[src/verilog/erdm_pkg.sv]
// Constants and types for the receive descriptor manager
package erdm_pkg;
  localparam int DESC_USED = 0;
  localparam int DESC_WRAP = 1;
  localparam int ST_MATCH_LSB = 22;
  localparam int ST_VLAN = 21;
  localparam int ST_PRIO_TAG = 20;
  localparam int ST_PRI_LSB = 17;
  localparam int ST_CFI = 16;
  localparam int ST_EOF = 15;
  localparam int ST_SOF = 14;
  localparam int ST_HI_LSB = 12;
  localparam int CFG_JUMBO = 3;
  localparam int CFG_OFF_LSB = 14;
  localparam int CFG_NOFCS = 17;
  localparam logic [15:0] VLAN_TPID = 16'h8100;
  localparam logic [13:0] FCS_BYTES = 14'h0004;
  localparam logic [5:0] BUF_WORDS = 6'h20;
  localparam logic [10:0] DESC_STEP = 11'h002;
  localparam logic [2:0] TAG_WORD = 3'h3;
  localparam logic [31:0] WORD_BYTES = 32'h0000_0004;
  localparam int FIFO_DEPTH = 8;
  localparam logic [1:0] HTRANS_IDLE = 2'h0;
  localparam logic [1:0] HTRANS_NONSEQ = 2'h2;
  localparam logic [2:0] HSIZE_WORD = 3'h2;
  localparam logic [2:0] HBURST_SINGLE = 3'h0;
  localparam logic [1:0] HRESP_OKAY = 2'h0;

  typedef struct packed {
    logic [9:0] match;
    logic [13:0] len;
    logic err;
    logic fcsOnly;
    logic last;
    logic [31:0] data;
  } erdm_rxw_t;

  typedef enum logic [2:0] {S_IDLE, S_FETCH, S_FILT, S_DATA, S_DESC0, S_DESC1, S_DROP}
    erdm_state_t;
  typedef enum logic [1:0] {B_IDLE, B_ADDR, B_DATA} erdm_bus_t;
endpackage : erdm_pkg

[src/verilog/erdm_fifo.sv]
// Flop-based FIFO with valid/ready on both sides
`timescale 1ns/1ps
`default_nettype none
module erdm_fifo #(
  parameter int WIDTH = 32,
  parameter int DEPTH = 8
) (
  input wire logic clk,
  input wire logic rst,
  input wire logic inValid,
  output logic inReady,
  input wire logic [WIDTH-1:0] inData,
  output logic outValid,
  input wire logic outReady,
  output logic [WIDTH-1:0] outData
);
  localparam int AW = $clog2(DEPTH);
  logic [WIDTH-1:0] mem [DEPTH];
  logic [AW-1:0] wrReg;
  logic [AW-1:0] rdReg;
  logic [AW:0] cntReg;
  wire push = inValid && inReady;
  wire pop = outValid && outReady;
  assign inReady = cntReg != (AW+1)'(DEPTH);
  assign outValid = cntReg != '0;
  assign outData = mem[rdReg];
  always_ff @(posedge clk) begin
    if (push) begin
      mem[wrReg] <= inData;
    end
  end
  always_ff @(posedge clk) begin
    if (rst) begin
      wrReg <= '0;
      rdReg <= '0;
      cntReg <= '0;
    end else begin
      wrReg <= push ? AW'((32'(wrReg) + 1) % DEPTH) : wrReg;
      rdReg <= pop ? AW'((32'(rdReg) + 1) % DEPTH) : rdReg;
      cntReg <= cntReg + (AW+1)'(push) - (AW+1)'(pop);
    end
  end
endmodule : erdm_fifo
`default_nettype wire

[src/verilog/erdm_rx_desc_mgr.sv]
// Receive descriptor manager: walks the list and writes frames to memory
`timescale 1ns/1ps
`default_nettype none
module erdm_rx_desc_mgr (
  input wire logic clk,
  input wire logic rst,
  input wire logic rxEnable,
  input wire logic [31:0] netCfg,
  input wire logic qPtrWe,
  input wire logic [31:0] qPtrWdata,
  output logic [31:0] qPtrValue,
  input wire erdm_pkg::erdm_rxw_t rxIn,
  input wire logic rxValid,
  output logic rxReady,
  input wire logic filtValid,
  input wire logic filtCopy,
  output logic bufNotAvail,
  output logic resErrInc,
  output logic overrun,
  output logic hbusreq,
  input wire logic hgrant,
  output logic [31:0] haddr,
  output logic [1:0] htrans,
  output logic hwrite,
  output logic [2:0] hsize,
  output logic [2:0] hburst,
  output logic [31:0] hwdata,
  input wire logic [31:0] hrdata,
  input wire logic hready,
  input wire logic [1:0] hresp
);
  import erdm_pkg::*;

  erdm_state_t stateReg, stateNext;
  erdm_bus_t busReg;
  logic [29:0] qBaseReg;
  logic [10:0] cntReg;
  logic [29:0] bufAddrReg;
  logic wrapReg;
  logic [5:0] wordCntReg;
  logic sofReg;
  logic eofReg;
  logic lastIssuedReg;
  logic [13:0] lenReg;
  logic [9:0] matchReg;
  logic inDropReg;
  logic pendMarkReg;
  logic bnaReg;
  logic resReg;
  logic ovrReg;
  logic [31:0] haddrReg;
  logic [1:0] htransReg;
  logic hwriteReg;
  logic [31:0] hwdataReg;
  logic [31:0] statusWord;

  // Input side: the MAC cannot stall, so a full FIFO means overrun
  logic fifoInReady;
  logic fifoOutValid;
  logic fifoPop;
  logic [$bits(erdm_rxw_t)-1:0] fifoOut;
  erdm_rxw_t marker;
  erdm_rxw_t head;
  assign marker = '{match: '0, len: '0, err: 1'b1, fcsOnly: 1'b0, last: 1'b1, data: '0};
  wire inLost = rxValid && !rxReady && !inDropReg;
  wire fifoPush = pendMarkReg || (rxValid && !inDropReg);
  assign rxReady = fifoInReady && !pendMarkReg;

  erdm_fifo #(.WIDTH($bits(erdm_rxw_t)), .DEPTH(FIFO_DEPTH)) u_fifo (
    .clk(clk),
    .rst(rst),
    .inValid(fifoPush),
    .inReady(fifoInReady),
    .inData(pendMarkReg ? marker : rxIn),
    .outValid(fifoOutValid),
    .outReady(fifoPop),
    .outData(fifoOut)
  );
  assign head = erdm_rxw_t'(fifoOut);

  // Descriptor pointer and buffer fill decode
  wire [31:0] descAddr = {qBaseReg, 2'h0} + {19'h0, cntReg, 2'h0};
  assign qPtrValue = descAddr;
  wire [1:0] cfgOffset = netCfg[CFG_OFF_LSB +: 2];
  wire [5:0] bufCap = (sofReg && cfgOffset != '0) ? BUF_WORDS - 6'h01 : BUF_WORDS;
  wire bufFull = wordCntReg == bufCap;
  wire skipWord = head.fcsOnly && netCfg[CFG_NOFCS];
  wire busIdle = busReg == B_IDLE;
  wire dataReady = stateReg == S_DATA && busIdle && fifoOutValid;
  wire dataWrite = dataReady && !head.err && !skipWord && !bufFull;

  // One bus operation at a time; single word transfers only
  logic opReq;
  logic [31:0] opAddr;
  logic [31:0] opWdata;
  always_comb begin
    opReq = 1'b0;
    opAddr = descAddr;
    opWdata = '0;
    unique case (stateReg)
      S_FETCH: opReq = busIdle;
      S_DATA: begin
        opReq = dataWrite;
        opAddr = {bufAddrReg + 30'(wordCntReg), 2'h0};
        opWdata = head.data;
      end
      S_DESC0: begin
        opReq = busIdle;
        opWdata = {bufAddrReg, wrapReg, 1'b1};
      end
      S_DESC1: begin
        opReq = busIdle;
        opAddr = descAddr + WORD_BYTES;
        opWdata = statusWord;
      end
      S_IDLE, S_FILT, S_DROP: opReq = 1'b0;
    endcase
  end
  wire issue = opReq && hgrant && hready;
  wire busDone = busReg == B_DATA && hready;
  wire busErr = busDone && hresp != HRESP_OKAY;
  assign hbusreq = opReq;
  assign haddr = haddrReg;
  assign htrans = htransReg;
  assign hwrite = hwriteReg;
  assign hwdata = hwdataReg;
  assign hsize = HSIZE_WORD;
  assign hburst = HBURST_SINGLE;

  assign fifoPop = (stateReg == S_DATA && issue)
                || (dataReady && (head.err || skipWord))
                || (stateReg == S_DROP && fifoOutValid);
  wire frameStart = stateReg == S_IDLE && stateNext == S_FETCH;

  erdm_status_word u_status (
    .clk(clk),
    .rst(rst),
    .frameStart(frameStart),
    .popEn(fifoPop && stateReg == S_DATA),
    .popData(head.data),
    .sof(sofReg),
    .eof(eofReg),
    .netCfg(netCfg),
    .len(lenReg),
    .match(matchReg),
    .status(statusWord)
  );

  // Frame flow
  always_comb begin
    stateNext = stateReg;
    unique case (stateReg)
      S_IDLE: if (fifoOutValid) begin
        stateNext = rxEnable ? S_FETCH : S_DROP;
      end
      S_FETCH: if (busErr) begin
        stateNext = S_DROP;
      end else if (busDone) begin
        if (hrdata[DESC_USED]) begin
          stateNext = S_DROP;
        end else begin
          stateNext = sofReg ? S_FILT : S_DATA;
        end
      end
      S_FILT: if (filtValid) begin
        stateNext = filtCopy ? S_DATA : S_DROP;
      end
      S_DATA: if (busDone) begin
        if (busErr) begin
          stateNext = lastIssuedReg ? S_IDLE : S_DROP;
        end else if (lastIssuedReg) begin
          stateNext = S_DESC0;
        end
      end else if (dataReady) begin
        if (head.err) begin
          stateNext = S_IDLE;
        end else if ((skipWord && head.last) || (!skipWord && bufFull)) begin
          stateNext = S_DESC0;
        end
      end
      S_DESC0: if (busErr) begin
        stateNext = eofReg ? S_IDLE : S_DROP;
      end else if (busDone) begin
        stateNext = S_DESC1;
      end
      S_DESC1: if (busErr) begin
        stateNext = eofReg ? S_IDLE : S_DROP;
      end else if (busDone) begin
        stateNext = eofReg ? S_IDLE : S_FETCH;
      end
      S_DROP: if (fifoOutValid && head.last) begin
        stateNext = S_IDLE;
      end
    endcase
  end

  wire closeLast = dataReady && skipWord && head.last;
  wire advance = stateReg == S_DESC1 && busDone && !busErr;
  wire fetchOk = stateReg == S_FETCH && busDone && !busErr && !hrdata[DESC_USED];

  always_ff @(posedge clk) begin
    if (rst) begin
      stateReg <= S_IDLE;
      busReg <= B_IDLE;
      htransReg <= HTRANS_IDLE;
      haddrReg <= '0;
      hwriteReg <= 1'b0;
      hwdataReg <= '0;
    end else begin
      stateReg <= stateNext;
      if (busIdle && issue) begin
        busReg <= B_ADDR;
        htransReg <= HTRANS_NONSEQ;
        haddrReg <= opAddr;
        hwriteReg <= stateReg != S_FETCH;
        hwdataReg <= opWdata;
      end else if (busReg == B_ADDR && hready) begin
        busReg <= B_DATA;
        htransReg <= HTRANS_IDLE;
      end else if (busDone) begin
        busReg <= B_IDLE;
      end
    end
  end

  always_ff @(posedge clk) begin
    if (rst || qPtrWe) begin
      cntReg <= '0;
    end else if (advance) begin
      cntReg <= wrapReg ? '0 : cntReg + DESC_STEP;
    end
  end

  always_ff @(posedge clk) begin
    if (rst) begin
      qBaseReg <= '0;
    end else if (qPtrWe) begin
      qBaseReg <= qPtrWdata[31:2];
    end
  end

  always_ff @(posedge clk) begin
    if (rst) begin
      bufAddrReg <= '0;
      wrapReg <= 1'b0;
    end else if (fetchOk) begin
      bufAddrReg <= hrdata[31:2];
      wrapReg <= hrdata[DESC_WRAP];
    end
  end

  always_ff @(posedge clk) begin
    if (rst || frameStart) begin
      sofReg <= ~rst;
      eofReg <= 1'b0;
      wordCntReg <= '0;
      lastIssuedReg <= 1'b0;
    end else begin
      if (advance) begin
        sofReg <= 1'b0;
        wordCntReg <= '0;
      end else if (stateReg == S_DATA && busDone && !busErr) begin
        wordCntReg <= wordCntReg + 6'h01;
      end
      if (stateReg == S_DATA && issue) begin
        lastIssuedReg <= head.last;
      end
      if ((stateReg == S_DATA && busDone && lastIssuedReg) || closeLast) begin
        eofReg <= 1'b1;
      end
    end
  end

  always_ff @(posedge clk) begin
    if (rst) begin
      lenReg <= '0;
      matchReg <= '0;
    end else if (fifoPop && head.last) begin
      lenReg <= head.len;
      matchReg <= head.match;
    end
  end

  // A lost word poisons the rest of its frame; an error marker ends it
  always_ff @(posedge clk) begin
    if (rst) begin
      inDropReg <= 1'b0;
      pendMarkReg <= 1'b0;
    end else begin
      if (inLost) begin
        inDropReg <= !rxIn.last;
        pendMarkReg <= rxIn.last;
      end else if (inDropReg && rxValid && rxIn.last) begin
        inDropReg <= 1'b0;
        pendMarkReg <= 1'b1;
      end else if (pendMarkReg && fifoInReady) begin
        pendMarkReg <= 1'b0;
      end
    end
  end

  always_ff @(posedge clk) begin
    if (rst) begin
      bnaReg <= 1'b0;
      resReg <= 1'b0;
      ovrReg <= 1'b0;
    end else begin
      bnaReg <= stateReg == S_FETCH && busDone && !busErr && hrdata[DESC_USED];
      resReg <= stateReg == S_FETCH && busDone && !busErr && hrdata[DESC_USED];
      ovrReg <= inLost || busErr;
    end
  end
  assign bufNotAvail = bnaReg;
  assign resErrInc = resReg;
  assign overrun = ovrReg;

  a_used_mark: assert property (@(posedge clk) disable iff (rst)
    issue && stateReg == S_DESC0 |=> hwrite && hwdata[DESC_USED] && htrans == HTRANS_NONSEQ)
    else $error("used bit not written");
  a_bna_flag: assert property (@(posedge clk) disable iff (rst)
    stateReg == S_FETCH && busDone && hresp == HRESP_OKAY && hrdata[DESC_USED]
    |=> bufNotAvail ##1 !bufNotAvail)
    else $error("buffer not available not flagged");
  a_used_drop: assert property (@(posedge clk) disable iff (rst)
    stateReg == S_FETCH && busDone && hresp == HRESP_OKAY && hrdata[DESC_USED]
    |=> resErrInc && stateReg == S_DROP)
    else $error("frame not dropped on used descriptor");
  a_wrap_restart: assert property (@(posedge clk) disable iff (rst || qPtrWe)
    advance && wrapReg |=> cntReg == '0)
    else $error("counter not cleared after wrap");
  a_next_entry: assert property (@(posedge clk) disable iff (rst || qPtrWe)
    advance && !wrapReg |=> cntReg == 11'($past(cntReg) + DESC_STEP))
    else $error("pointer did not step one descriptor");
  a_ptr_readback: assert property (@(posedge clk) disable iff (rst)
    qPtrWe |=> qPtrValue == {$past(qPtrWdata[31:2]), 2'h0})
    else $error("pointer readback wrong after load");
  a_filter_first: assert property (@(posedge clk) disable iff (rst)
    $rose(stateReg == S_DATA) && sofReg |-> $past(filtValid && filtCopy))
    else $error("data write before filter decision");
  a_fetch_start: assert property (@(posedge clk) disable iff (rst)
    stateReg == S_IDLE && rxEnable && fifoOutValid |=> stateReg == S_FETCH ##1 hbusreq)
    else $error("no descriptor fetch on frame arrival");
  a_bus_overrun: assert property (@(posedge clk) disable iff (rst)
    busErr |=> overrun && !advance)
    else $error("bus error not reported as overrun");
  a_buffer_size: assert property (@(posedge clk) disable iff (rst)
    wordCntReg <= BUF_WORDS)
    else $error("buffer overfilled");
  c_whole_frame: cover property (@(posedge clk) disable iff (rst)
    advance && eofReg && sofReg);
  c_multi_buffer: cover property (@(posedge clk) disable iff (rst)
    advance && !eofReg);
  c_used_seen: cover property (@(posedge clk) disable iff (rst) bufNotAvail);
  c_wrap_taken: cover property (@(posedge clk) disable iff (rst) advance && wrapReg);
endmodule : erdm_rx_desc_mgr
`default_nettype wire

[src/verilog/erdm_status_word.sv]
// Builds the descriptor status word and watches for a VLAN tag
`timescale 1ns/1ps
`default_nettype none
module erdm_status_word (
  input wire logic clk,
  input wire logic rst,
  input wire logic frameStart,
  input wire logic popEn,
  input wire logic [31:0] popData,
  input wire logic sof,
  input wire logic eof,
  input wire logic [31:0] netCfg,
  input wire logic [13:0] len,
  input wire logic [9:0] match,
  output logic [31:0] status
);
  import erdm_pkg::*;
  logic [2:0] idxReg;
  logic [31:0] tagReg;
  // Type field sits in bytes 12-13, tag control in 14-15, network order
  wire [15:0] typeId = {tagReg[7:0], tagReg[15:8]};
  wire [15:0] tci = {tagReg[23:16], tagReg[31:24]};
  wire vlan = idxReg > TAG_WORD && typeId == VLAN_TPID;
  wire [13:0] lenAdj = netCfg[CFG_NOFCS] ? len - FCS_BYTES : len;
  wire [1:0] hiBits = (netCfg[CFG_JUMBO] && eof) ? lenAdj[13:12]
                                                  : netCfg[CFG_OFF_LSB +: 2];
  always_ff @(posedge clk) begin
    if (rst || frameStart) begin
      idxReg <= '0;
    end else if (popEn && idxReg <= TAG_WORD) begin
      idxReg <= idxReg + 3'h1;
    end
  end
  always_ff @(posedge clk) begin
    if (rst) begin
      tagReg <= '0;
    end else if (popEn && idxReg == TAG_WORD) begin
      tagReg <= popData;
    end
  end
  always_comb begin
    status = '0;
    status[ST_SOF] = sof;
    status[ST_HI_LSB +: 2] = hiBits;
    if (eof) begin
      status[ST_MATCH_LSB +: 10] = match;
      status[ST_VLAN] = vlan;
      status[ST_PRIO_TAG] = vlan && tci[11:0] == '0;
      status[ST_PRI_LSB +: 3] = vlan ? tci[15:13] : '0;
      status[ST_CFI] = vlan && tci[12];
      status[ST_EOF] = 1'b1;
      status[11:0] = lenAdj[11:0];
    end
  end
  a_fcs_length: assert property (@(posedge clk) disable iff (rst)
    eof && netCfg[CFG_NOFCS] && !netCfg[CFG_JUMBO] |-> status[11:0] == 12'(len - FCS_BYTES))
    else $error("length not reduced by four");
  a_partial_status: assert property (@(posedge clk) disable iff (rst)
    !eof |-> status[31:15] == '0 && status[11:0] == '0)
    else $error("non-final buffer carries end status");
endmodule : erdm_status_word
`default_nettype wire
[config.mk]
export PLATFORM = sky130hd
export DESIGN_NAME = erdm_rx_desc_mgr
export DESIGN_NICKNAME = d
export VERILOG_FILES = /design/src/verilog/erdm_pkg.sv /design/src/verilog/erdm_fifo.sv /design/src/verilog/erdm_rx_desc_mgr.sv /design/src/verilog/erdm_status_word.sv
export SDC_FILE = /design/constraint.sdc
export NUM_CORES = 1
export LEC_CHECK = 0
export BUFFER_PORTS_ARGS = -buffer_cell sky130_fd_sc_hd__buf_2
export CELL_PAD_IN_SITES_DETAIL_PLACEMENT = 1
export CELL_PAD_IN_SITES_GLOBAL_PLACEMENT = 2
export CORE_ASPECT_RATIO = 0.9
export CORE_UTILIZATION = 42
export CTS_CLUSTER_SIZE = 10
export DETAILED_ROUTE_END_ITERATION = 6
export GPL_TIMING_DRIVEN = 0
export HOLD_SLACK_MARGIN = 0.05
export PLACE_DENSITY_LB_ADDON = 0.1
export REMOVE_ABC_BUFFERS = 1
export SYNTH_ARGS = -nofsm -noshare
export SYNTH_HDL_FRONTEND = slang
export SYNTH_SLANG_ARGS = --single-unit
[constraint.sdc]
create_clock -name clk -period 8.3 [get_ports clk]
set_input_delay 0 -clock clk [delete_from_list [all_inputs] [get_ports clk]]
set_output_delay 0 -clock clk [all_outputs]
set_load 0.02 [all_outputs]
# --- After elaboration in Yosys (flattened, before gate mapping) ---
# Memory sizes are Yosys's and may differ from the RTL's. A register that Yosys moved wholly into a read port is not among the register bits.
# Cells that the tools add are included.
classes:
  muxes: 50
  order_cmp: 2
  n_addsub: 11
  n_bitwise: 1
  n_eq_ne: 14
  reduce_logical: 82
ops:
  columns: ["op", "count"]
  rows:
  - ["32-bit case mux with 3 select lines", 1]
  - ["3-bit two-way mux", 23]
  - ["32-bit case mux with 2 select lines", 1]
  - ["59-bit two-way mux", 1]
  - ["1-bit logical AND", 48]
  - ["32-bit by 13-bit adder with 32-bit output", 1]
  - ["32-bit by 3-bit adder with 32-bit output, second input constant", 1]
  - ["30-bit by 6-bit adder with 30-bit output", 1]
  - ["3-bit case mux with 7 select lines", 1]
  - ["17-bit two-way mux", 1]
  - ["16-bit == test, second input constant", 1]
  - ["14-bit two-way mux", 1]
  - ["14-bit by 3-bit subtractor with 14-bit output, second input constant", 1]
  - ["12-bit logical NOT", 1]
  - ["1-bit two-way mux", 12]
  - ["12-bit two-way mux", 1]
  - ["2-bit nonzero test", 6]
  - ["11-bit by 2-bit adder with 11-bit output, second input constant", 1]
  - ["11-bit two-way mux", 1]
  - ["2-bit two-way mux", 5]
  - ["3-bit by 1-bit adder with 3-bit output, second input constant", 3]
  - ["3-bit by 2-bit == test with 1-bit output, second input constant", 3]
  - ["3-bit == test, second input constant", 3]
  - ["1-bit logical NOT", 9]
  - ["other kinds (21)", 33]
totals:
  elab_cells: 187
  ram_bits: 472
  output_inout_bits: 110
  reg_bits: 225
  memories: 1
  in_bits: 166
memory_table:
  columns: ["name", "depth", "width", "read_ports", "rd_ports_with_merged_regs", "write_ports", "line", "text"]
  rows:
  - ["u_fifo.mem", 8, 59, 1, 1, 1, "erdm_fifo.sv:18", "logic [WIDTH-1:0] mem [DEPTH];"]

# --- Depth between registers and ports, before layout ---
logic_depth:
  word_depth: 15
  depth_mapped: 17
  depth_no_buf: 16

# --- Cells and area by module ---
# A second synthesis with hierarchy kept.
hier_totals:
  cells_unflattened: 2332
  area_unflattened_um2: 30953.4
by_module_without_submodules:
  columns: ["mod", "area_per_inst_um2", "n_inst", "seq_area_each_um2", "cells_per_inst"]
  rows:
  - ["erdm_fifo", 18393.9, 1, 14433.8, 762]
  - ["erdm_rx_desc_mgr", 10774.1, 1, 3553.4, 1336]
  - ["erdm_status_word", 1785.5, 1, 700.7, 234]

# --- Worst setup path before layout ---
# No wires, ideal clock.
synth_timing:
  path_type: "register -> register"
  start: "register u_fifo.cntReg[2]"
  end: "memory u_fifo.mem[1][0] in the netlist's numbering, enable pin"
  path_slack_ns: 2.514
  stages_incl_launch_ff: 8
  path_buffers: 0
  period_less_slack_ns: 5.786
  setup_ns: 0.549
  arrival_ns: 5.238
  required_time_ns: 7.751
  cell_sequence: "dfxtp_1 -> inv_1 -> ha_1 -> and3_1 -> or2_2 -> inv_1 -> nand2_1 -> nor3_1"
synth_between:
  elab_chain_cells: 4
synth_rtl:
  columns: ["item", "line", "text"]
  rows:
  - ["from (decl)", "erdm_fifo.sv:21", "logic [AW:0] cntReg;"]
  - ["from (signal assigned)", "erdm_fifo.sv:40", "cntReg <= cntReg + (AW+1)'(push) - (AW+1)'(pop);"]
  - ["4-bit != test", "erdm_fifo.sv:24", "assign inReady = cntReg != (AW+1)'(DEPTH);"]
  - ["1-bit logical AND", "erdm_fifo.sv:22", "wire push = inValid && inReady;"]
  - ["net u_fifo.push", "erdm_fifo.sv:22", null]
  - ["1-bit two-way mux", "erdm_fifo.sv:28", "if (push) begin"]
  - ["1-bit two-way mux (implied by the code)", "erdm_fifo.sv:29", "mem[wrReg] <= inData;"]
  - ["to (decl)", "erdm_fifo.sv:18", null]
# The timed path passes the listed nets, and every way through them passes these cells.

==> metrics.md <==
| Metric | Value |
|---|---|
| Largest net degree at the start of global routing | 106 |
| Initial DRC Count | 1328 |
| Gr ovfl total | 0 |
| Tcrit/Tclk final | 0.651 |
| Share of cells above drive strength 1 | 0.205 |
| Placer Congestion | 0.815 |
| Filler cell count | between 6000 and 7000 |
| Status | complete, no violations |
| Pins Over Slew Limit | 0 |
| Initial antenna violation count | 0 |
| Post-Syn Area per Cell | around 13 um2 |
| Die area | around 0.073 mm2 |
| Max_slew headroom | 0.122 |
| WL/cell | 24.3 um |
| Clock Path Buffers | 3 |
| Warnings, synthesis | 0 |
| Mapped cell area | around 0.03 mm2 |
| F_max | 185 MHz |
| CTS HTree Levels | 3 |
| Final setup fails | 0 |
| Detailed Place HPWL | 59.1 mm |
| Placeable Area | about 0.07 mm2 |
| Worst skew pair latency | roughly 0.64 ns |
| Critical path arrival | roughly 5.9 ns |
| Post CTS Setup Buffer Count | 0 |
| Fin Setup TNS | 0 ns |
| Initial Utilization | 0.427 |
| Final instance area | about 0.037 mm2 |
| Final worst setup slack | slightly below 3 ns |
| Synth unique cells | between 80 and 90 |
| Die H | around 260 um |
| Clock slew at reported path FFs | 0.06 ns |
| Vias | slightly above 20000 |
| Worst Setup End Kind | flip-flop |
| FP Rows | just over 90 |
| Nets | 2833 |
| Core Util, Final | 0.525 |
| Required @ worst endpoint | about 9 ns |
| DRC | 0 |
| Clk root buf | clkbuf_16 |
| First-pass GRT wire length | 133 mm |
| Die width | 284 um |
| Worst Tran Pin Value | roughly 1.3 ns |
| Via/cell ratio | around 5.6 |
| Hold WS | approximately 0.081 ns |
| Post-DRT Antenna Nets | 0 |
| Async set-reset flop share out of synthesis | 0 |
| Number of synthesized register bits | 697 |
| Type of element launching the critical path | flip-flop |
| Top_reg_cell synth | edfxtp_1 |
| Post-synth EDFFs | between 400 and 500 |
| Crit-path max FO | 40 |
| ANT cells | 0 |
| CP Class | reg -> reg |
| Clock sinks | 697 |
| Final hold vios | 0 |
| P_leak | 0.0127 uW |
| Area Growth Syn to Fin | 23.0% |
| Clk_skew | between 0.03 and 0.04 ns |
| Hold crit path type | in -> reg |
| Peak VDD IR | around 0.00017 V |
| # Max-Cap Violations | 0 |
| Total track usage | 0.244 |
| Pwr dens | between 200 and 250 mW/mm2 |
| RSZ-0062 raised after global routing | no |
| CTS tree | yes |
| Gate Count Post-Synth | 2226 |
| Place WS | a little under 3 ns |
| I/O pin count | about 280 |
| I/O Buffers | around 230 |
| TritonCTS buffer count | 82 |
| Vias in the first global route | 21200 |
| DRT Wirelength | about 90 mm |
| Min Tclk post-route | about 5.4 ns |
| First-pass iteration count of the detailed router | 4 |
| Placed cell areas | 0.0327 mm2 |
| Sequential share of the synthesized area | 0.623 |
[cells in the mapped netlist (6+ instances only)]
| cell type | n | area, um2 |
|---|---|---|
| a211oi_1 | 73 | 548 |
| a21o_1 | 6 | 45.0 |
| a21oi_1 | 88 | 440 |
| a221oi_1 | 24 | 210 |
| a22o_1 | 7 | 61.3 |
| a22oi_1 | 8 | 60.1 |
| a311oi_1 | 11 | 96.3 |
| and2_1 | 12 | 75.1 |
| and3_1 | 17 | 106 |
| buf_1 | 16 | 60.1 |
| buf_2 | 20 | 100 |
| buf_4 | 20 | 150 |
| clkbuf_1 | 79 | 297 |
| clkbuf_8 | 6 | 82.6 |
| dfxtp_1 | 224 | 4480 |
| edfxtp_1 | 473 | 14200 |
| ha_1 | 30 | 375 |
| inv_1 | 43 | 161 |
| mux2i_1 | 95 | 951 |
| mux4_2 | 118 | 2660 |
| nand2_1 | 155 | 582 |
| nand3_1 | 22 | 110 |
| nand4_1 | 22 | 138 |
| nor2_1 | 233 | 875 |
| nor2b_1 | 70 | 438 |
| nor3_1 | 42 | 210 |
| nor4_1 | 13 | 81.3 |
| o21a_1 | 6 | 45.0 |
| o21ai_0 | 65 | 325 |
| o22ai_1 | 10 | 62.6 |
| or2_2 | 9 | 56.3 |
| or3_1 | 9 | 56.3 |
| xnor2_1 | 53 | 464 |
| xor2_1 | 39 | 342 |
[final cells by class]
class / count / area [um2] / share of cell area
tap: 940 / 1180 / 0.0319
clock inverter: 9 / 194 / 0.00525
timing repair buffer: 457 / 3800 / 0.103
inverter: 43 / 161 / 0.00437
sequential: 697 / 18700 / 0.507
clock buffer: 132 / 2280 / 0.0618
multi-input combinational: 1353 / 10600 / 0.287
[final timing paths]
kind	from	endpoint	slack, ns	cells after the start
max	flip-flop	u_status.tagReg[18]	2.90	11
min	netCfg[15]	hwdata[13]	0.08	6
max reg2reg	flip-flop	u_status.tagReg[18]	2.90	11
min reg2reg	htrans[1]	htrans[1]	0.47	2
[critical path, cell delays in order (launching register included)]
cell      delay, ns
dfxtp_4        0.96
mux4_2         0.59
mux2i_1        0.28
o21ai_1        0.20
o32ai_2        0.40
nand3_1        0.84
nor2_2         0.49
nor2_1         0.20
nor2b_4        0.70
buf_12         0.27
nor2_1         0.06
a211oi_1       0.25
[routing by layer]
layer | track usage | wire, um | vias to the layer above
met5 | 0 | 0 | -
met4 | 0.0839 | 2830 | 0
met3 | 0.0325 | 3410 | 146
met2 | 0.412 | 43500 | 489
met1 | 0.325 | 38700 | 10300
li1 | - | - | 9187
[logic make-up (layout without fill, tap and decap cells)]
logic type      count (synthesis)  count (layout)  share of synthesized area
compound gates                354             354                     0.0797
xor+xnor                       93              93                     0.0278
fa+ha+maj                      33              33                     0.0145
buf+inv                       186             641                     0.0291
flops                         697             697                      0.623
mux                           214             214                      0.121
other cells                     2              12                   0.000250
simple gates                  647             647                      0.105
[metrics by stage]
| stage | instances | power (uW) |
|---|---|---|
| after floorplan | 2093 | 5090 |
| after global placement | 3267 | 5630 |
| after detailed placement | 3313 | 5670 |
| after CTS | 3631 | 9100 |
| after global routing | 3631 | 9360 |
| final | 3631 | 9000 |
[where the power goes]
part	switching (uW)	internal, uW
Sequential	157	3990
Clock	1430	1920
Combinational	878	632
Total	2460	6540
[repair_timing]
item	4_1_cts	5_1_grt
hold endpoints to repair	595	0
gates resized for setup	0	0
hold buffers	177	0
[sequential cells by signal, summed over array words and instances, names as in the netlist, 2 cells and up, named ones only]
name             count
qBaseReg            30
matchReg            10
bufAddrReg          30
u_fifo.cntReg        4
busReg               2
hwdata              32
u_fifo.mem         472
u_fifo.wrReg         3
u_status.idxReg      3
stateReg             3
wordCntReg           6
lenReg              14
haddr               30
cntReg              10
u_status.tagReg     32
u_fifo.rdReg         3
[cell usage in the layout, fill, tap and decap left out, types with 24 or more instances in the layout]
cell type / instances
a211oi_1: 73
a21oi_1: 88
a221oi_1: 24
buf_2: 233
clkbuf_1: 46
clkbuf_16: 82
dfxtp_1: 220
dlygate4sd3_1: 177
edfxtp_1: 473
ha_1: 30
inv_1: 43
mux2i_1: 95
mux4_2: 118
nand2_1: 155
nor2_1: 222
nor2b_1: 69
nor3_1: 39
o21ai_0: 65
xnor2_1: 53
xor2_1: 39
No activity file was read; power rests on OpenSTA's default activity.
